--- src/fcc_defs.svh ---
// offsets, field positions, reset values and counts of the framer control
`ifndef FCC_DEFS_SVH
`define FCC_DEFS_SVH
`define FCC_ADDR_CTRL6 8'h1E
`define FCC_ADDR_CTRL7 8'h0A
`define FCC_CTRL6_RST 8'h00
`define FCC_CTRL7_RST 8'h00
`define FCC_RDATA_RST 8'h00
`define FCC_UNMAPPED 8'h00
`define FCC_BIT_CRC_VARIANT 7
`define FCC_BIT_RX_ALIGN 6
`define FCC_BIT_TX_ALIGN 5
`define FCC_MON_MSB 4
`define FCC_MON_LSB 0
`define FCC_BIT_LOOPBACK 6
`define FCC_BIT_RX_RESET 5
`define FCC_BIT_TX_RESET 4
`define FCC_CTRL7_USED 8'h70
`define FCC_SEP_W 6
`define FCC_HALF_FRAME 6'h0C
`define FCC_NUM_CMD 4
`endif

--- src/fcc_pkg.sv ---
// types of the framer common control block
package fcc_pkg;
  typedef logic [4:0] fcc_chan_t;
  typedef enum logic [0:0] {FCC_IDLE, FCC_PEND} fcc_cmd_state_t;
  typedef struct packed {
    logic level_d;
    logic bp_s1;
    logic bp_s2;
    logic bp_s3;
    fcc_cmd_state_t state;
    logic pulse;
  } fcc_cmd_reg_t;
  typedef struct packed {
    logic [7:0] ctrl6;
    logic [7:0] ctrl7;
    logic [7:0] rdata;
    logic tx_pos;
    logic tx_neg;
    logic [7:0] mon_data;
  } fcc_top_reg_t;
endpackage

--- src/fcc_cmd_sync.sv ---
// one store command: edge detect, then a pulse on the backplane clock edge
`timescale 1ns/1ps
`include "fcc_defs.svh"
module fcc_cmd_sync (
  input wire logic i_clk,
  input wire logic i_reset_n,
  input wire logic i_level,
  input wire logic i_bpclk,
  input wire logic i_gate,
  output logic o_pulse
);
  import fcc_pkg::*;
  fcc_cmd_reg_t r;
  fcc_cmd_reg_t next_r;
  logic bp_rise;

  always_comb begin
    next_r = r;
    next_r.level_d = i_level;
    next_r.bp_s1 = i_bpclk;
    next_r.bp_s2 = r.bp_s1;
    next_r.bp_s3 = r.bp_s2;
    next_r.pulse = 1'b0;
    bp_rise = r.bp_s2 & ~r.bp_s3;
    case (r.state)
      FCC_IDLE: begin
        // only a 0 to 1 change of the level arms the command
        if (i_level && !r.level_d) begin
          next_r.state = FCC_PEND;
        end
      end
      FCC_PEND: begin
        // issued on a store clock edge so the store sees it in its own time
        if (bp_rise) begin
          next_r.pulse = i_gate;
          next_r.state = FCC_IDLE;
        end
      end
      default: begin
        next_r.state = FCC_IDLE;
      end
    endcase
  end

  always_ff @(posedge i_clk) begin
    if (!i_reset_n) begin
      r <= '0;
    end else begin
      r <= next_r;
    end
  end

  assign o_pulse = r.pulse;
endmodule

--- src/fcc_control.sv ---
// common control registers six and seven of one framer
`timescale 1ns/1ps
`include "fcc_defs.svh"
module fcc_control (
  input wire logic i_clk,
  input wire logic i_reset_n,
  input wire logic [7:0] i_addr,
  input wire logic [7:0] i_wdata,
  input wire logic i_wr,
  input wire logic i_rd,
  output logic [7:0] o_rdata,
  input wire logic i_rx_backplane_clock,
  input wire logic i_tx_backplane_clock,
  input wire logic [`FCC_SEP_W-1:0] i_rx_store_sep,
  input wire logic [`FCC_SEP_W-1:0] i_tx_store_sep,
  output logic o_rx_store_align,
  output logic o_tx_store_align,
  output logic o_rx_store_reset,
  output logic o_tx_store_reset,
  output logic o_rx_crc_variant_select,
  output fcc_pkg::fcc_chan_t o_rx_monitor_sel,
  input wire fcc_pkg::fcc_chan_t i_rx_chan_num,
  input wire logic [7:0] i_rx_chan_data,
  input wire logic i_rx_chan_valid,
  output logic [7:0] o_rx_monitor_data_reg,
  output logic o_remote_loopback_enable,
  input wire logic i_rx_line_positive,
  input wire logic i_rx_line_negative,
  input wire logic i_fmt_line_positive,
  input wire logic i_fmt_line_negative,
  output logic o_tx_line_positive,
  output logic o_tx_line_negative
);
  import fcc_pkg::*;
  fcc_top_reg_t r;
  fcc_top_reg_t next_r;
  logic [`FCC_NUM_CMD-1:0] cmd_level;
  logic [`FCC_NUM_CMD-1:0] cmd_bpclk;
  logic [`FCC_NUM_CMD-1:0] cmd_gate;
  logic [`FCC_NUM_CMD-1:0] cmd_pulse;
  logic loop_en;

  ////////////////////////////////////////////////////////////////////////////
  // register port and datapath
  assign loop_en = r.ctrl7[`FCC_BIT_LOOPBACK];

  always_comb begin
    next_r = r;
    if (i_wr && i_addr == `FCC_ADDR_CTRL6) begin
      next_r.ctrl6 = i_wdata;
    end
    // unused positions are not stored, so they read back as zero
    if (i_wr && i_addr == `FCC_ADDR_CTRL7) begin
      next_r.ctrl7 = i_wdata & `FCC_CTRL7_USED;
    end
    if (i_rd) begin
      if (i_addr == `FCC_ADDR_CTRL6) begin
        next_r.rdata = r.ctrl6;
      end else if (i_addr == `FCC_ADDR_CTRL7) begin
        next_r.rdata = r.ctrl7;
      end else begin
        next_r.rdata = `FCC_UNMAPPED;
      end
    end
    // copy the selected channel's byte as it passes
    if (i_rx_chan_valid &&
        i_rx_chan_num == r.ctrl6[`FCC_MON_MSB:`FCC_MON_LSB]) begin
      next_r.mon_data = i_rx_chan_data;
    end
    // loopback replaces the formatter; receive side keeps framing
    if (loop_en) begin
      next_r.tx_pos = i_rx_line_positive;
      next_r.tx_neg = i_rx_line_negative;
    end else begin
      next_r.tx_pos = i_fmt_line_positive;
      next_r.tx_neg = i_fmt_line_negative;
    end
  end

  always_ff @(posedge i_clk) begin
    if (!i_reset_n) begin
      r.ctrl6 <= `FCC_CTRL6_RST;
      r.ctrl7 <= `FCC_CTRL7_RST;
      r.rdata <= `FCC_RDATA_RST;
      r.tx_pos <= 1'b0;
      r.tx_neg <= 1'b0;
      r.mon_data <= 8'h00;
    end else begin
      r <= next_r;
    end
  end

  ////////////////////////////////////////////////////////////////////////////
  // elastic store commands: 0 rx align, 1 tx align, 2 rx reset, 3 tx reset
  always_comb begin
    cmd_level[0] = r.ctrl6[`FCC_BIT_RX_ALIGN];
    cmd_level[1] = r.ctrl6[`FCC_BIT_TX_ALIGN];
    cmd_level[2] = r.ctrl7[`FCC_BIT_RX_RESET];
    cmd_level[3] = r.ctrl7[`FCC_BIT_TX_RESET];
    cmd_bpclk[0] = i_rx_backplane_clock;
    cmd_bpclk[1] = i_tx_backplane_clock;
    cmd_bpclk[2] = i_rx_backplane_clock;
    cmd_bpclk[3] = i_tx_backplane_clock;
    // align only acts below half a frame; the store then disrupts data
    cmd_gate[0] = i_rx_store_sep < `FCC_HALF_FRAME;
    cmd_gate[1] = i_tx_store_sep < `FCC_HALF_FRAME;
    // a reset always acts; the store drops data while it recentres
    cmd_gate[2] = 1'b1;
    cmd_gate[3] = 1'b1;
  end

  // a reset bit left high arms nothing more, as only edges count
  generate
    for (genvar g = 0; g < `FCC_NUM_CMD; g++) begin : g_cmd
      fcc_cmd_sync u_cmd (
        .i_clk(i_clk),
        .i_reset_n(i_reset_n),
        .i_level(cmd_level[g]),
        .i_bpclk(cmd_bpclk[g]),
        .i_gate(cmd_gate[g]),
        .o_pulse(cmd_pulse[g])
      );
    end
  endgenerate

  assign o_rx_store_align = cmd_pulse[0];
  assign o_tx_store_align = cmd_pulse[1];
  assign o_rx_store_reset = cmd_pulse[2];
  assign o_tx_store_reset = cmd_pulse[3];
  assign o_rdata = r.rdata;
  assign o_rx_crc_variant_select = r.ctrl6[`FCC_BIT_CRC_VARIANT];
  assign o_rx_monitor_sel = r.ctrl6[`FCC_MON_MSB:`FCC_MON_LSB];
  assign o_rx_monitor_data_reg = r.mon_data;
  assign o_remote_loopback_enable = loop_en;
  assign o_tx_line_positive = r.tx_pos;
  assign o_tx_line_negative = r.tx_neg;
endmodule

--- config.mk ---
export PLATFORM = sky130hd
export DESIGN_NAME = fcc_control
export DESIGN_NICKNAME = d
export VERILOG_FILES = /design/src/fcc_pkg.sv /design/src/fcc_cmd_sync.sv /design/src/fcc_control.sv
export VERILOG_INCLUDE_DIRS = /design/src
export SDC_FILE = /design/constraint.sdc
export NUM_CORES = 1
export LEC_CHECK = 0
export BUFFER_PORTS_ARGS = -buffer_cell sky130_fd_sc_hd__buf_2
export CAP_MARGIN = 0
export CORE_AREA = 2 2 61 86
export DETAILED_ROUTE_END_ITERATION = 10
export DIE_AREA = 0 0 63 88
export PLACE_DENSITY = 0.67
export SYNTH_ARGS = -nofsm -noshare
export SYNTH_HDL_FRONTEND = slang
export SYNTH_SLANG_ARGS = --single-unit
export TNS_END_PERCENT = 100
--- constraint.sdc ---
create_clock -name i_clk -period 1.5 [get_ports i_clk]
set_input_delay 0.3 -clock i_clk [delete_from_list [all_inputs] [get_ports i_clk]]
set_output_delay 0.3 -clock i_clk [all_outputs]
set_load 0.03 [all_outputs]
### After elaboration in Yosys (flattened, before gate mapping)

Cells that the tools add are included.

* $lt $le $gt $ge: 2
* equality and inequality tests: 3
* mux-type cells: 15
* bitwise operators: 8
* reduce and logical (&&, ||, !) cells: 15

Operators with widths (number)
* less-than comparator 6 x 4 -> 1 bit, second input constant: 2
* two-way mux 2 bit: 5
* == test 8 x 4 -> 1 bit, second input constant: 1
* == test 8 x 5 -> 1 bit, second input constant: 1
* two-way mux 8 bit: 1
* one-hot mux 1 bit (2 select lines): 4
* logical AND 1 bit: 7
* two-way mux 7 bit: 1
* NOT 1 bit: 6
* AND reduction 3 bit: 2
* == test 5 bit: 1
* logical NOT 1 bit: 4
* two-way mux 1 bit: 4
* AND reduction 2 bit: 2
* AND 1 bit: 2

* register bits: 47
* bits of input ports: 52
* output and inout port bits: 29
* logic and storage cells: 67

### Longest topological paths before layout

Gate-level depths: netlist (run 1).

* depth in word-level cells: 4
* gate-level depth with buffers: 5
* gate-level depth less buffers: 4

### Cells and area by module

Synthesis (run 1) repeated with hierarchy kept, for this count alone.

* cells, all modules: 199
* area total of the unflattened synthesis: 2019.4 µm²

Modules (own cells, without submodules)
* fcc_control: instances 1, cells an instance 139, area an instance 1298.7 µm², seq. area each 580.6 µm²
* fcc_cmd_sync: instances 4, cells an instance 15, area an instance 180.2 µm², seq. area each 120.1 µm²

### Worst setup path after synthesis (run 1)

OpenSTA, ideal clock, no wires.

* path kind: reg-to-reg
* from: reg r (netlist bit o_rx_monitor_sel[3])
* to: reg r (netlist bit o_rx_monitor_data_reg[0])
* library setup time: 0.072 ns
* arrival: 1.362 ns
* required time: 1.428 ns
* setup slack: 0.067 ns
* stages on the path, launching flop included: 6
* path buffers: 1
* clock period less this slack: 1.433 ns
* path through: dfxtp_1 -> xor2_1 -> nor4_1 -> and3_1 -> buf_6 -> mux2i_1

* word-level cells in the longest chain between the ends: 2

RTL lines
* start: declaration: line fcc_control.sv:35 `fcc_top_reg_t r;`
* start signal: assignment: line fcc_control.sv:89 `r <= next_r;`
* == test 5 bit: line fcc_control.sv:67 `` i_rx_chan_num == r.ctrl6[`FCC_MON_MSB:`FCC_MON_LSB]) begin ``
* logical AND 1 bit: line fcc_control.sv:66 `if (i_rx_chan_valid &&`

Every way passes these cells.
A chain may end at the register's enable or synchronous reset.

### Worst setup path after layout (run 1)

* from: reg r (netlist bit o_rx_monitor_sel[1])
* to: reg r (netlist bit o_rx_monitor_data_reg[2])

Same word-level chain as after synthesis.

==> results of run 1 <==
## cell families after synthesis
| family | Yosys count | share of synthesized area (%) |
|---|---|---|
| xor+xnor | 5 | 2.38 |
| flops | 47 | 51.1 |
| compound gates | 19 | 7.67 |
| mux | 19 | 10.3 |
| buf+inv | 9 | 2.51 |
| simple gates | 87 | 26.1 |
## worst max-delay path by stage
stage | start | end | slack, ns
floorplan | o_rx_monitor_sel[3]$_SDFFE_PN0P_ | o_rx_monitor_data_reg[0]$_SDFFE_PN0P_ | 0.07
global placement | i_rx_chan_num[3] | o_rx_monitor_data_reg[5]$_SDFFE_PN0P_ | 0.05
detailed placement | i_addr[0] | o_rdata[2]$_SDFFE_PN0P_ | 0.009
CTS | o_rx_monitor_sel[3]$_SDFFE_PN0P_ | o_rx_monitor_data_reg[1]$_SDFFE_PN0P_ | 0.05
global route | o_rx_monitor_sel[1]$_SDFFE_PN0P_ | o_rx_monitor_data_reg[2]$_SDFFE_PN0P_ | -0.04
finish | o_rx_monitor_sel[1]$_SDFFE_PN0P_ | o_rx_monitor_data_reg[2]$_SDFFE_PN0P_ | 0.10
## area by class of cell
| type | instances | area [um^2] | share of cell area [%] |
|---|---|---|---|
| tap | 64 | 80.1 | 3.30 |
| timing repair buffer | 85 | 460 | 19.0 |
| sequential | 47 | 945 | 38.9 |
| clock inverter | 1 | 5.00 | 0.206 |
| clock buffer | 6 | 82.6 | 3.40 |
| multi-input combinational | 130 | 856 | 35.2 |
## per-stage QoR
stage | worst slack [ns] | hold slack, ns
CTS | 0.0518 | 0.210
detailed placement | 0.00947 | 0.419
global route | -0.0364 | 0.194
floorplan | 0.0666 | 0.412
finish | 0.101 | 0.215
global placement | 0.0471 | 0.415
## synthesized netlist by cell type (all sizes together)
library cell	number	area [um^2]
and2	12	75.1
mux2i	19	190
clkbuf	5	18.8
and4	2	17.5
a22o	3	26.3
nand2b	10	62.6
nor2b	11	68.8
nand3	8	40.0
xnor2	1	8.76
a21bo	2	20.0
dfxtp	47	941
nand4	3	18.8
nor3b	4	30.0
a21boi	8	60.1
and3	4	25.0
buf	4	27.5
nand2	29	116
nor4	1	6.26
a21oi	4	20.0
a211oi	2	15.0
and4bb	1	12.5
xor2	4	35.0
nor2	2	7.51
## power breakdown
part | switching, mW | total, mW | internal (mW)
registers | 0.00381 | 1.26 | 1.26
clock network | 0.377 | 0.738 | 0.362
logic | 0.0760 | 0.159 | 0.0831
total | 0.456 | 2.16 | 1.70
## placed cells by master (no fill, tap or decap), drive strengths merged
cell type,n
a21oi,4
and2,12
xnor2,1
nor2b,11
nor2,2
nand2,29
nor4,1
mux2i,19
nand3,8
clkinv,1
and3,4
nand2b,10
clkbuf,6
a211oi,2
and4bb,1
buf,85
nor3b,4
a22o,3
a21boi,8
nand4,3
and4,2
xor2,4
dfxtp,47
a21bo,2
## routing by layer
metal	vias to the layer above	GRT usage, %
met5	-	0
met4	0	6.06
met3	4	3.86
met2	45	24.9
met1	686	15.7
li1	788	-
## worst register-to-register path: stages (launching register included)
cell	delay (ns)
dfxtp_4	0.35
xor2_1	0.14
nor4_1	0.26
and3_1	0.26
buf_12	0.15
mux2i_1	0.18
## what timing repair did
| action | 4_1_cts | 5_1_grt |
|---|---|---|
| buffers inserted | 0 | 1 |
| hold buffers | 0 | 0 |
| setup endpoints to repair | 0 | 8 |
| resized for setup | 0 | 2 |
==> key figures, run 1 <==
Synthesis
  • Netlist cell types: 28
  • Syn Area/Cell: 9.91 um^2
  • Seq/Total Area, Yosys: 51.1%
  • Warnings from Yosys: 0
  • Post-Synthesis Cells: 186
  • Synth Cell Area: 1840 um^2
  • Synth Register Bits: 47
  • Syn_nets: 238

Final layout
  • Final Net Count: 321
  • Layout area overhead: 31.8%
  • Finished Cell Area: 2430 um^2
  • Share of post-route cells with drive strength above 1: 35.7%
  • Ant. Diodes: 0
  • Layout Cells excl Fill: 333
  • Finished Core Util: 50.9%
  • Max reg flops: 10
  • Fill cell count: 503

Critical path
  • Critical path launch point type: flip-flop
  • WP buf/inv: 1
  • Levels on crit path: 5
  • Top delay family on crit path: simple AND/OR/NAND/NOR gates
  • R2r startpoint: o_rx_monitor_sel[1]$_SDFFE_PN0P_
  • Critical path capture point type: flip-flop
  • Critical Path, Cell by Cell: xor2_1 -> nor4_1 -> and3_1 -> buf_12 -> mux2i_1
  • Reg-to-Reg End: o_rx_monitor_data_reg[2]$_SDFFE_PN0P_
  • CP max FO: 8
  • Crit path kind: reg -> reg
  • Worst reg-to-reg setup slack: 0.10 ns
  • CP max stage cell: dfxtp_4
  • CP max stage delay: 0.35 ns
  • CP Data Required Time: 1.72 ns
  • Cell count of the worst reg-to-reg path: 5
  • Crit path DAT: 1.62 ns

STA
  • Setup_tns: 0 ns
  • Slew HR: 83.0%
  • Minimum clock period: 1.40 ns
  • Count of final max-slew check failures: 0
  • Final Hold Fails: 0
  • Worst slew pin tran: 0.255 ns
  • Worst clock skew: 0.00206 ns
  • Final setup vio count: 0
  • Achievable Freq: 0.715 GHz
  • Tcrit/Tclk final: 93.3%
  • RSZ-0062 raised after global routing: true

Place
  • Post-DP HPWL: 2870 um
  • Input/output buffers: 76
  • Cells after DPL: 325
  • DP Area: 2330 um^2
  • GP Congestion: 0.748

Clocking
  • CTS tree: built
  • Clk buf depth: 2
  • Root buffer cell: clkbuf_8
  • CTS clk-pin slew, worst paths: 0.08 ns
  • Worst-Skew Late Latency: 0.29 ns
  • CTS H-Tree Depth: 2
  • CTS Buf Count: 5
  • Clock sinks: 47

Global routing
  • Largest net degree at the start of global routing: 21
  • Global-route wire length before repair: 6170 um
  • Vias in the first global route: 1452
  • Initial antenna violation count: 0
  • GRT Util Overall: 14.0%
  • Grt total ovfl: 0

Detailed routing
  • Via count: 1523
  • DRC violations left: 0
  • Vias per inst: 4.57
  • Antenna violation net count after detailed routing: 0
  • DR iter-0 viols: 57
  • DR top layer: met4
  • WL met3: 214 um
  • Met2 wire length: 1870 um
  • Wire per inst: 11.1 um
  • Routed WL: 3710 um
  • TritonRoute pass-1 iters: 4
  • Met1 WL: 1560 um

Worst hold path
  • Worst hold endpoint: g_cmd[3].u_cmd.next_r[3]$_SDFF_PN0_
  • Hold Startpoint: i_tx_backplane_clock
  • Worst hold-check path type: in -> reg
  • Hold Crit Depth: 2

Power and ir drop
  • Maximum VDD drop: 0.440 mV
  • Leakage: 1.17 nW
  • PD cells: 888 nW/um^2
  • Total power draw: 2.16 mW

Die
  • Height of the die: 88 um
  • Die footprint: 5540 um^2
  • Io pins: 81
  • Core Area: 4770 um^2
  • Die Wd: 63 um
  • Starting Density: 38.7%
  • Row cnt: 30

Run status
  • Status: finished clean

Flow run
  • Max Cap Viol: 0
Power figures use the tool's default switching activity.
==> inputs of run 2 (changes only) <==
--- a/config.mk
+++ b/config.mk
@@ -8,10 +8,10 @@
 export LEC_CHECK = 0
 export BUFFER_PORTS_ARGS = -buffer_cell sky130_fd_sc_hd__buf_2
 export CAP_MARGIN = 0
-export CORE_AREA = 2 2 61 86
+export CORE_AREA = 2 2 57 80
 export DETAILED_ROUTE_END_ITERATION = 10
-export DIE_AREA = 0 0 63 88
-export PLACE_DENSITY = 0.67
+export DIE_AREA = 0 0 59 82
+export PLACE_DENSITY = 0.76
 export SYNTH_ARGS = -nofsm -noshare
 export SYNTH_HDL_FRONTEND = slang
 export SYNTH_SLANG_ARGS = --single-unit
==> key figures, run 2 (same netlist as run 1, synthesis figures left out) <==
Run status
  • Status: finished clean

Critical path
  • Crit path kind: reg -> reg
  • Critical Path, Cell by Cell: xor2_1 -> nor4_1 -> and3_1 -> buf_12 -> mux2i_1
  • CP max FO: 8
  • CP max stage cell: dfxtp_1
  • CP max stage delay: 0.35 ns
  • Worst reg-to-reg setup slack: 0.12 ns
  • Cell count of the worst reg-to-reg path: 5
  • WP buf/inv: 1
  • Critical path capture point type: flip-flop
  • CP Data Required Time: 1.73 ns
  • Levels on crit path: 5
  • Crit path DAT: 1.61 ns
  • Critical path launch point type: flip-flop
  • Top delay family on crit path: simple AND/OR/NAND/NOR gates

STA
  • Worst clock skew: 0.00879 ns
  • Minimum clock period: 1.38 ns
  • Achievable Freq: 0.727 GHz
  • Worst slew pin tran: 0.322 ns
  • Count of final max-slew check failures: 0
  • Final Hold Fails: 0
  • Slew HR: 78.5%
  • Tcrit/Tclk final: 91.7%
  • RSZ-0062 raised after global routing: false
  • Final setup vio count: 0
  • Setup_tns: 0 ns

Global routing
  • Met1 Usage GRT: 16.4%
  • Grt total ovfl: 0
  • Initial antenna violation count: 0
  • Met3 Use GR: 4.09%
  • Top Usage Layer GRT: met2
  • Global-route wire length before repair: 5460 um
  • Vias in the first global route: 1331
  • GRT Util Overall: 14.9%
  • GR Layer Usage met2: 26.7%
  • Largest net degree at the start of global routing: 23

Die
  • Die Wd: 59 um
  • Core Area: 4130 um^2
  • Row cnt: 28
  • Die footprint: 4840 um^2
  • Starting Density: 44.6%
  • Io pins: 81
  • Height of the die: 82 um

Flow run
  • Max Cap Viol: 0

Final layout
  • Fill cell count: 381
  • Share of post-route cells with drive strength above 1: 35.4%
  • Final Net Count: 319
  • Commonest cells after routing, fill and taps aside: buf_2, dfxtp_1, nand2_1, mux2i_1, and2_1
  • Seq. cell area: 942 um^2
  • Ant. Diodes: 0
  • Layout Cells excl Fill: 313
  • Max reg flops: 10
  • Most common cell after layout, fill and taps aside: buf_2
  • Multi-input logic area: 856 um^2
  • Layout area overhead: 31.6%

Place
  • GP Congestion: 0.786
  • Cells after DPL: 305
  • Input/output buffers: 76
  • Post-DP HPWL: 2780 um

Detailed routing
  • TritonRoute pass-1 iters: 4
  • Routed WL: 3570 um
  • Via count: 1493
  • DR iter-0 viols: 18
  • Wire per inst: 11.4 um
  • DRC violations left: 0
  • Vias per inst: 4.77
  • Antenna violation net count after detailed routing: 0

Clocking
  • Clk buf depth: 2
  • Post-CTS Setup Repair Bufs: 0
  • Root buffer cell: clkbuf_8
  • Clock sinks: 47
  • CTS tree: built
  • CTS H-Tree Depth: 2
  • CTS Buf Count: 5
  • CTS clk-pin slew, worst paths: 0.09 ns
  • Worst-Skew Late Latency: 0.30 ns

Power and ir drop
  • PD cells: 961 nW/um^2
  • Total power draw: 2.33 mW
  • Leakage: 1.18 nW
  • Maximum VDD drop: 0.592 mV

Worst hold path
  • Hold Crit Depth: 2
  • Worst hold-check path type: in -> reg
-- run 2: changes by cell type in the layout (fill, tap and decap cells not counted), sizes merged --
| cell | delta |
|---|---|
| buf | -2 |
| bufinv | +1 |
| clkbuf | -1 |
| clkinv | +1 |
-- run 2: per-stage QoR --
stage	hold slack, ns	utilization (%)	cell area, um^2	setup WS [ns]
after floorplan	0.412	-	1840	0.0666
after global placement	0.415	55.9	2310	0.0612
after detailed placement	0.429	55.9	2310	0.0336
after CTS	0.194	58.6	2420	0.0843
after global routing	0.213	58.7	2420	0.00824
final	0.205	58.7	2420	0.124
-- run 2: layout make-up --
class	count	share of cell area (%)
well taps	45	2.32
flip-flops and latches	47	38.9
multi-input cells	130	35.3
clock buffers	5	2.84
clock inverters	3	1.81
repair buffers	83	18.9
-- run 2: worst paths after layout --
path | startpoint | end
setup / recovery | o_rx_monitor_sel[3]$_SDFFE_PN0P_ | o_rx_monitor_data_reg[6]$_SDFFE_PN0P_
hold / removal | i_tx_backplane_clock | g_cmd[3].u_cmd.next_r[3]$_SDFF_PN0_
setup reg to reg | o_rx_monitor_sel[3]$_SDFFE_PN0P_ | o_rx_monitor_data_reg[6]$_SDFFE_PN0P_
hold reg to reg | g_cmd[3].u_cmd.next_r[3]$_SDFF_PN0_ | g_cmd[1].u_cmd.next_r[2]$_SDFF_PN0_
-- run 2: power breakdown --
group	internal [mW]	switching, mW	total, mW
registers	1.26	0.00433	1.26
logic	0.0863	0.0763	0.163
clock network	0.496	0.410	0.906
total	1.84	0.491	2.33
-- run 2: metal layers --
layer,wire length [um],part of all wire [%]
met5,0,0
met4,67,1.9
met3,171,4.8
met2,1800,50
met1,1530,43
-- run 2: repair_timing --
item / in CTS / in global routing
hold endpoints to repair: 0 / 0
gates resized for setup: 0 / 1
hold buffers: 0 / 0
setup endpoints to repair: 0 / 6
